--- src/logic/ips_consts.vh ---
`ifndef IPS_CONSTS_VH
`define IPS_CONSTS_VH
// Register byte addresses on the APB window.
`define IPS_PRIO_ADDR 8'hb8
`define IPS_IEN_ADDR 8'ha8
`define IPS_REQ_ADDR 8'hc0
`define IPS_SVC_ADDR 8'hc4
`define IPS_RETI_ADDR 8'hc8
// Priority register field positions.
`define IPS_BIT_EXT0 0
`define IPS_BIT_TMR0 1
`define IPS_BIT_EXT1 2
`define IPS_BIT_TMR1 3
`define IPS_BIT_SER 4
`define IPS_BIT_TMR2 5
`define IPS_BIT_RSVD 6
`define IPS_BIT_STOP 7
// Enable register global bit.
`define IPS_BIT_GLOBAL 7
// Reset values.
`define IPS_PRIO_RST 8'h00
`define IPS_IEN_RST 8'h00
// Number of sources.
`define IPS_NSRC 6
`endif

--- src/logic/ips_level_pick.v ---
`timescale 1ns/100ps
// Picks the lowest-numbered source from a request vector, bit 0 first.
module ips_level_pick
(
   // Request vector in.
   input wire [5:0] req,
   // Result out.
   output reg any,
   output reg [2:0] idx
);
   integer i;
   // Scan downward so the lowest index is the last writer and wins.
   always @*
   begin
      any = 1'b0;
      idx = 3'h0;
      for (i = 5; i >= 0; i = i - 1)
      begin
         if (req[i])
         begin
            any = 1'b1;
            idx = i[2:0];
         end
      end
   end
endmodule // ips_level_pick

--- src/logic/ips_core.v ---
// The APB register port was chosen for this implementation.
`timescale 1ns/100ps
`include "ips_consts.vh"
// What this block does
// - Bits 0-5 map ext0,tmr0,ext1,tmr1,serial,tmr2
// - Bit one means high level, zero low
// - Bit 6 always reads as one
// - Stop bit zero: priority bits are honoured
// - Stop bit one: only enables govern
// - Global enable zero blocks all interrupts
module ips_core
(
   // Clock and reset.
   input wire clk,
   input wire reset_n,
   // APB slave.
   input wire psel,
   input wire penable,
   input wire pwrite,
   input wire [7:0] paddr,
   input wire [31:0] pwdata,
   output reg [31:0] prdata,
   output reg pready,
   output reg pslverr,
   // Request lines from the sources, level, already latched upstream.
   input wire [5:0] src_req,
   // Core return-from-service pulse.
   input wire svc_return,
   // Vector request to the core.
   output reg irq_take,
   output reg [2:0] irq_src,
   output reg irq_high
);
   reg [7:0] interrupt_priority_register_r;
   reg [7:0] interrupt_enable_register_r;
   // Service nesting: one slot per level.
   reg in_low_r;
   reg in_high_r;
   reg in_low_nxt;
   reg in_high_nxt;
   wire [5:0] enabled;
   wire [5:0] level_high;
   wire [5:0] req_high;
   wire [5:0] req_low;
   wire any_high;
   wire any_low;
   wire [2:0] idx_high;
   wire [2:0] idx_low;
   wire stop_prio;
   wire setup;
   wire wr;
   wire rd;
   wire ret_wr;
   wire ret;
   reg take_nxt;
   reg [2:0] src_nxt;
   reg high_nxt;
   reg [31:0] rdata_nxt;
   reg err_nxt;

   // Named priority fields.
   wire ext0_level_high = interrupt_priority_register_r[`IPS_BIT_EXT0];
   wire timer0_level_high = interrupt_priority_register_r[`IPS_BIT_TMR0];
   wire ext1_level_high = interrupt_priority_register_r[`IPS_BIT_EXT1];
   wire timer1_level_high = interrupt_priority_register_r[`IPS_BIT_TMR1];
   wire serial_level_high = interrupt_priority_register_r[`IPS_BIT_SER];
   wire timer2_level_high = interrupt_priority_register_r[`IPS_BIT_TMR2];
   wire global_interrupt_enable = interrupt_enable_register_r[`IPS_BIT_GLOBAL];
   assign stop_prio = interrupt_priority_register_r[`IPS_BIT_STOP];

   // Source order follows the register bit order so index equals bit number.
   assign level_high = {timer2_level_high, serial_level_high, timer1_level_high,
                        ext1_level_high, timer0_level_high, ext0_level_high};

   // A source is live only with the global and its own enable set.
   assign enabled = src_req & interrupt_enable_register_r[5:0] & {6{global_interrupt_enable}};

   // With the circuit stopped every source is treated as low level, so no
   // preemption happens and only enables decide service.
   assign req_high = stop_prio ? 6'h00 : (enabled & level_high);
   assign req_low = stop_prio ? enabled : (enabled & ~level_high);

   ips_level_pick u_pick_high
   (
      .req(req_high),
      .any(any_high),
      .idx(idx_high)
   );

   ips_level_pick u_pick_low
   (
      .req(req_low),
      .any(any_low),
      .idx(idx_low)
   );

   // APB decode; every access finishes in its access cycle.
   assign setup = psel & ~penable;
   assign wr = psel & penable & pwrite;
   assign rd = psel & penable & ~pwrite;
   assign ret_wr = wr & (paddr == `IPS_RETI_ADDR);
   assign ret = svc_return | ret_wr;

   // Arbitration and nesting. A high request may enter while only low runs;
   // low requests need both levels idle. Return pops the innermost level.
   always @*
   begin
      in_low_nxt = in_low_r;
      in_high_nxt = in_high_r;
      take_nxt = 1'b0;
      src_nxt = irq_src;
      high_nxt = irq_high;
      if (ret)
      begin
         if (in_high_r)
            in_high_nxt = 1'b0;
         else
            in_low_nxt = 1'b0;
      end
      else if (any_high && !in_high_r)
      begin
         in_high_nxt = 1'b1;
         take_nxt = 1'b1;
         src_nxt = idx_high;
         high_nxt = 1'b1;
      end
      else if (any_low && !in_low_r && !in_high_r)
      begin
         in_low_nxt = 1'b1;
         take_nxt = 1'b1;
         src_nxt = idx_low;
         high_nxt = 1'b0;
      end
   end

   // Read mux; unmapped addresses answer with an error and zero data.
   always @*
   begin
      rdata_nxt = 32'h0000_0000;
      err_nxt = 1'b0;
      case (paddr)
         `IPS_PRIO_ADDR:
         begin
            rdata_nxt[7:0] = interrupt_priority_register_r;
            rdata_nxt[`IPS_BIT_RSVD] = 1'b1;
         end
         `IPS_IEN_ADDR:
         begin
            rdata_nxt[7:0] = interrupt_enable_register_r;
            rdata_nxt[6] = 1'b1;
         end
         `IPS_REQ_ADDR:
            rdata_nxt[5:0] = enabled;
         `IPS_SVC_ADDR:
            rdata_nxt[5:0] = {in_high_r, in_low_r, irq_high, irq_src};
         `IPS_RETI_ADDR:
            rdata_nxt = 32'h0000_0000;
         default:
            err_nxt = 1'b1;
      endcase
   end

   // Registers, service state and bus answer.
   always @(posedge clk or negedge reset_n)
   begin
      if (!reset_n)
      begin
         interrupt_priority_register_r <= `IPS_PRIO_RST;
         interrupt_enable_register_r <= `IPS_IEN_RST;
         in_low_r <= 1'b0;
         in_high_r <= 1'b0;
         irq_take <= 1'b0;
         irq_src <= 3'h0;
         irq_high <= 1'b0;
         prdata <= 32'h0000_0000;
         pready <= 1'b0;
         pslverr <= 1'b0;
      end
      else
      begin
         in_low_r <= in_low_nxt;
         in_high_r <= in_high_nxt;
         irq_take <= take_nxt;
         irq_src <= src_nxt;
         irq_high <= high_nxt;
         // Ready is raised for the access cycle only: one wait-free answer.
         pready <= setup;
         if (setup)
         begin
            prdata <= rdata_nxt;
            pslverr <= err_nxt;
         end
         else
         begin
            pslverr <= 1'b0;
         end
         // Bit 6 is stored as written but never read back, so it has no effect.
         if (wr && paddr == `IPS_PRIO_ADDR)
            interrupt_priority_register_r <= pwdata[7:0];
         if (wr && paddr == `IPS_IEN_ADDR)
            interrupt_enable_register_r <= pwdata[7:0];
      end
   end
endmodule // ips_core

--- config.mk ---
export PLATFORM = sky130hd
export DESIGN_NAME = ips_core
export DESIGN_NICKNAME = d
export VERILOG_FILES = /design/src/logic/ips_level_pick.v /design/src/logic/ips_core.v
export VERILOG_INCLUDE_DIRS = /design/src /design/src/logic
export SDC_FILE = /design/constraint.sdc
export NUM_CORES = 1
export LEC_CHECK = 0
export ABC_AREA = 1
export BUFFER_PORTS_ARGS = -buffer_cell sky130_fd_sc_hd__buf_2
export CAP_MARGIN = 0
export CELL_PAD_IN_SITES_DETAIL_PLACEMENT = 0
export CELL_PAD_IN_SITES_GLOBAL_PLACEMENT = 1
export CORE_MARGIN = 2
export CORE_UTILIZATION = 35
export DETAILED_ROUTE_END_ITERATION = 7
export PLACE_DENSITY_LB_ADDON = 0.1
export SYNTH_ARGS = -nofsm -noshare
export SYNTH_HDL_FRONTEND = slang
export SYNTH_SLANG_ARGS = --single-unit
--- constraint.sdc ---
create_clock -name clk -period 4.39 [get_ports clk]
set_input_delay 0.878 -clock clk [delete_from_list [all_inputs] [get_ports clk]]
set_output_delay 0.878 -clock clk [all_outputs]
set_load 0.03 [all_outputs]
==> summary.md <==
| Metric | Value |
|---|---|
| Class of the worst hold path | `reg2reg` |
| Fin. max-slew vios | `0` |
| Worst setup path class | `in2reg` |
| Post-place setup slack | `between 1500 and 2000 ps` |
| Most frequent cells in the layout | `75 x nand2_1, 41 x buf_2, 31 x dfrtp_1, 30 x nand3_1, 24 x conb_1` |
| DIE AREA | `between 6000 and 7000 um^2` |
| Num Clock Sinks | `31` |
| Synthesized flop and latch total | `31` |
| Post-synthesis sequential area ratio | `39.0%` |
| Dpl cells | `372` |
| Fin nets | `about 360` |
| Maxcap violations | `0` |
| Final setup vio count | `0` |
| Max_slew headroom | `53.1%` |
| Syn avg cell area | `~7.5 um^2` |
| Final core occ | `between 40% and 50%` |
| Yosys Warn Count | `0` |
| Register area | `slightly below 800 um^2` |
| Non-filler cells, final | `between 300 and 400` |
| Crit-path leading delay family | `simple AND/OR/NAND/NOR gates` |
| Critical-path cell list | `buf_2 > or2_1 > nor2_4 > nand3_1 > nand2_1 > o21ai_1` |
| Detail Placement HPWL | `approximately 3.7 mm` |
| Hold_buf cts | `0` |
| Synth Cell Area | `between 1500 and 2000 um^2` |
| DRC Markers | `0` |
| Total GRT Usage | `roughly 17%` |
| Global-route wire length before repair | `approximately 8 mm` |
| Cts repair resizes | `0` |
| 1st-pass router iterations | `4` |
| CTS tree | `done` |
| Min setup slack post-route | `roughly 2200 ps` |
| Vias/cell | `between 4 and 5` |
| Fill count | `a little under 600` |
| CP endpoint kind | `register` |
| Fin. Hold Viols | `0` |
| Initial DRC count | `between 60 and 70` |
| # port buffers | `a little over 40` |
| RSZ-0062 raised after global routing | `false` |
| CTS Buf Count | `5` |
| Tightest Pin Transition | `roughly 700 ps` |
| Worst-path fanout max | `17` |
| Die X-Extent | `79.4 um` |
| Max Root-Sink Buffers | `2` |
| Root buf cell | `clkbuf_8` |
| Final critical-path required period | `between 2000 and 2500 ps` |
| Clk_lat worst skew | `roughly 280 ps` |
| Clock transition at path regs | `roughly 70 ps` |
| Site Rows | `27` |
| Area delta synth->final | `12.9%` |
| Post-CTS Setup Inserts | `0` |
| Routed Antenna Nets | `0` |
| Placer Congestion | `approximately 0.81` |
| Crit Reg-Reg Startpoint | `interrupt_enable_register_r[7]` |
| Die Y | `roughly 79 um` |
| WL final | `roughly 4.8 mm` |
| Area occupied by multi-input gates | `993 um^2` |
| Commonest non-fill, non-tap cell in the layout | `nand2_1` |
| CP required | `approximately 4500 ps` |
| Antenna Cells | `0` |
| Worst setup startpoint | `paddr[1]` |
| Maximum number of pins on one net before global-route repair | `32` |
| Pleak | `about 0.0012 uW` |
| Via count of the first global-routing pass | `around 1.6k` |
| Crit-path slowest cell | `nand3_1` |
| Post-synthesis cell count | `265` |
| HP Start | `prdata[7]` |
| Achievable Freq | `about 450 MHz` |
| Main flop type after synthesis | `dfrtp_1` |
| Initial core utilization | `36.1%` |
| Outcome | `finished clean` |
| Grt total ovfl | `0` |
| Fraction of registers with async set/reset | `between 90% and 100%` |
| Worst path bufs/invs | `1` |
| Reg2Reg Setup Slack | `approximately 2700 ps` |
| Fin crit share | `between 50% and 60%` |
| Arr. time, crit path | `about 2400 ps` |
| Tot Pwr | `roughly 590 uW` |
| Crit start category | `input pin` |
| TNS Setup | `0 ps` |
| EDFF count, synth | `0` |
| PwrDens | `about 260 nW/um^2` |
| Initial antenna violation count | `0` |
| CP peak stage delay | `approximately 520 ps` |
| Drt wl/cell | `between 10 and 15 um` |
| VDD IR-drop max | `approximately 0.14 mV` |
| Ratio of cells with drive above 1 in the final layout | `22.8%` |
| Cell variety after synth | `34` |
| Detailed-route via count | `roughly 1.8k` |
| Worst Clk Skew | `a little under 6 ps` |
| H-tree levels | `2` |
| Placeable core area | `5510 um^2` |
| IO Count | `between 90 and 100` |
[area by class of cell]
type | count | share of cell area, %
Timing Repair Buffer | 41 | 9.14
Inverter | 25 | 4.18
Tap cell | 72 | 4.01
Clock buffer | 6 | 3.68
Clock inverter | 1 | 0.223
Sequential cell | 31 | 34.5
Multi-Input combinational cell | 203 | 44.2
[kinds of logic after synthesis]
logic type	after synthesis	synth area share, %
compound gates	37	11.1
flops	31	39.0
other cells	1	0.188
buf+inv	54	15.4
simple gates	142	34.3
[state kept, by name, indices dropped and copies added (netlist names)]
register,cells
irq_src,3
interrupt_enable_register_r,7
irq_high,1
in_low_r,1
pready,1
in_high_r,1
pslverr,1
interrupt_priority_register_r,7
prdata,8
irq_take,1
[layer usage]
metal | part of all wire (%) | track usage (%)
met5 | 0 | 0
met4 | 1.5 | 5.34
met3 | 5.8 | 3.62
met2 | 43 | 26.1
met1 | 50 | 23.2
[worst paths after layout]
check                                                    to  cells after the start
max in group asynchronous    interrupt_enable_register_r[5]                      1
setup / recovery           interrupt_priority_register_r[2]                      6
min in group asynchronous  interrupt_priority_register_r[1]                      1
hold / removal                                    prdata[7]                      2
setup reg to reg                                 irq_src[0]                      9
hold reg to reg                                   prdata[7]                      2
[synth_stat cells, types with 2 or more instances]
master,count,area [um^2]
nand2_1,75,282
nor2_1,18,67.6
buf_2,2,10.0
a21oi_1,5,25.0
nor3_1,2,10.0
o21ai_1,19,95.1
inv_1,22,82.6
dfrtp_1,31,776
nor2_2,2,12.5
inv_2,3,11.3
buf_4,25,188
nand3_2,2,20.0
o21ai_2,7,61.3
o22ai_1,2,12.5
nand3_1,30,150
nand3b_1,2,15.0
[metrics by stage]
step           hold slack, ps  cell area (um^2)
5_1_grt                   501              2250
4_1_cts                   483              2250
2_1_floorplan             478              2080
6_report                  477              2250
3_5_place_dp              465              2160
3_3_place_gp              463              2160
[worst register-to-register path, delay by kind of cell (launching register included)]
kind,cells,cell delay [ps]
and+or+nand+nor,9,1140
DFF,1,480
[report_power, final]
part	leakage, uW	switching (uW)	internal (uW)
clock network	0.0000470	104	123
logic	0.000726	58.9	15.7
registers	0.000429	2.84	290
total	0.00120	166	428
Note: power is estimated with default switching activity, not from simulation.
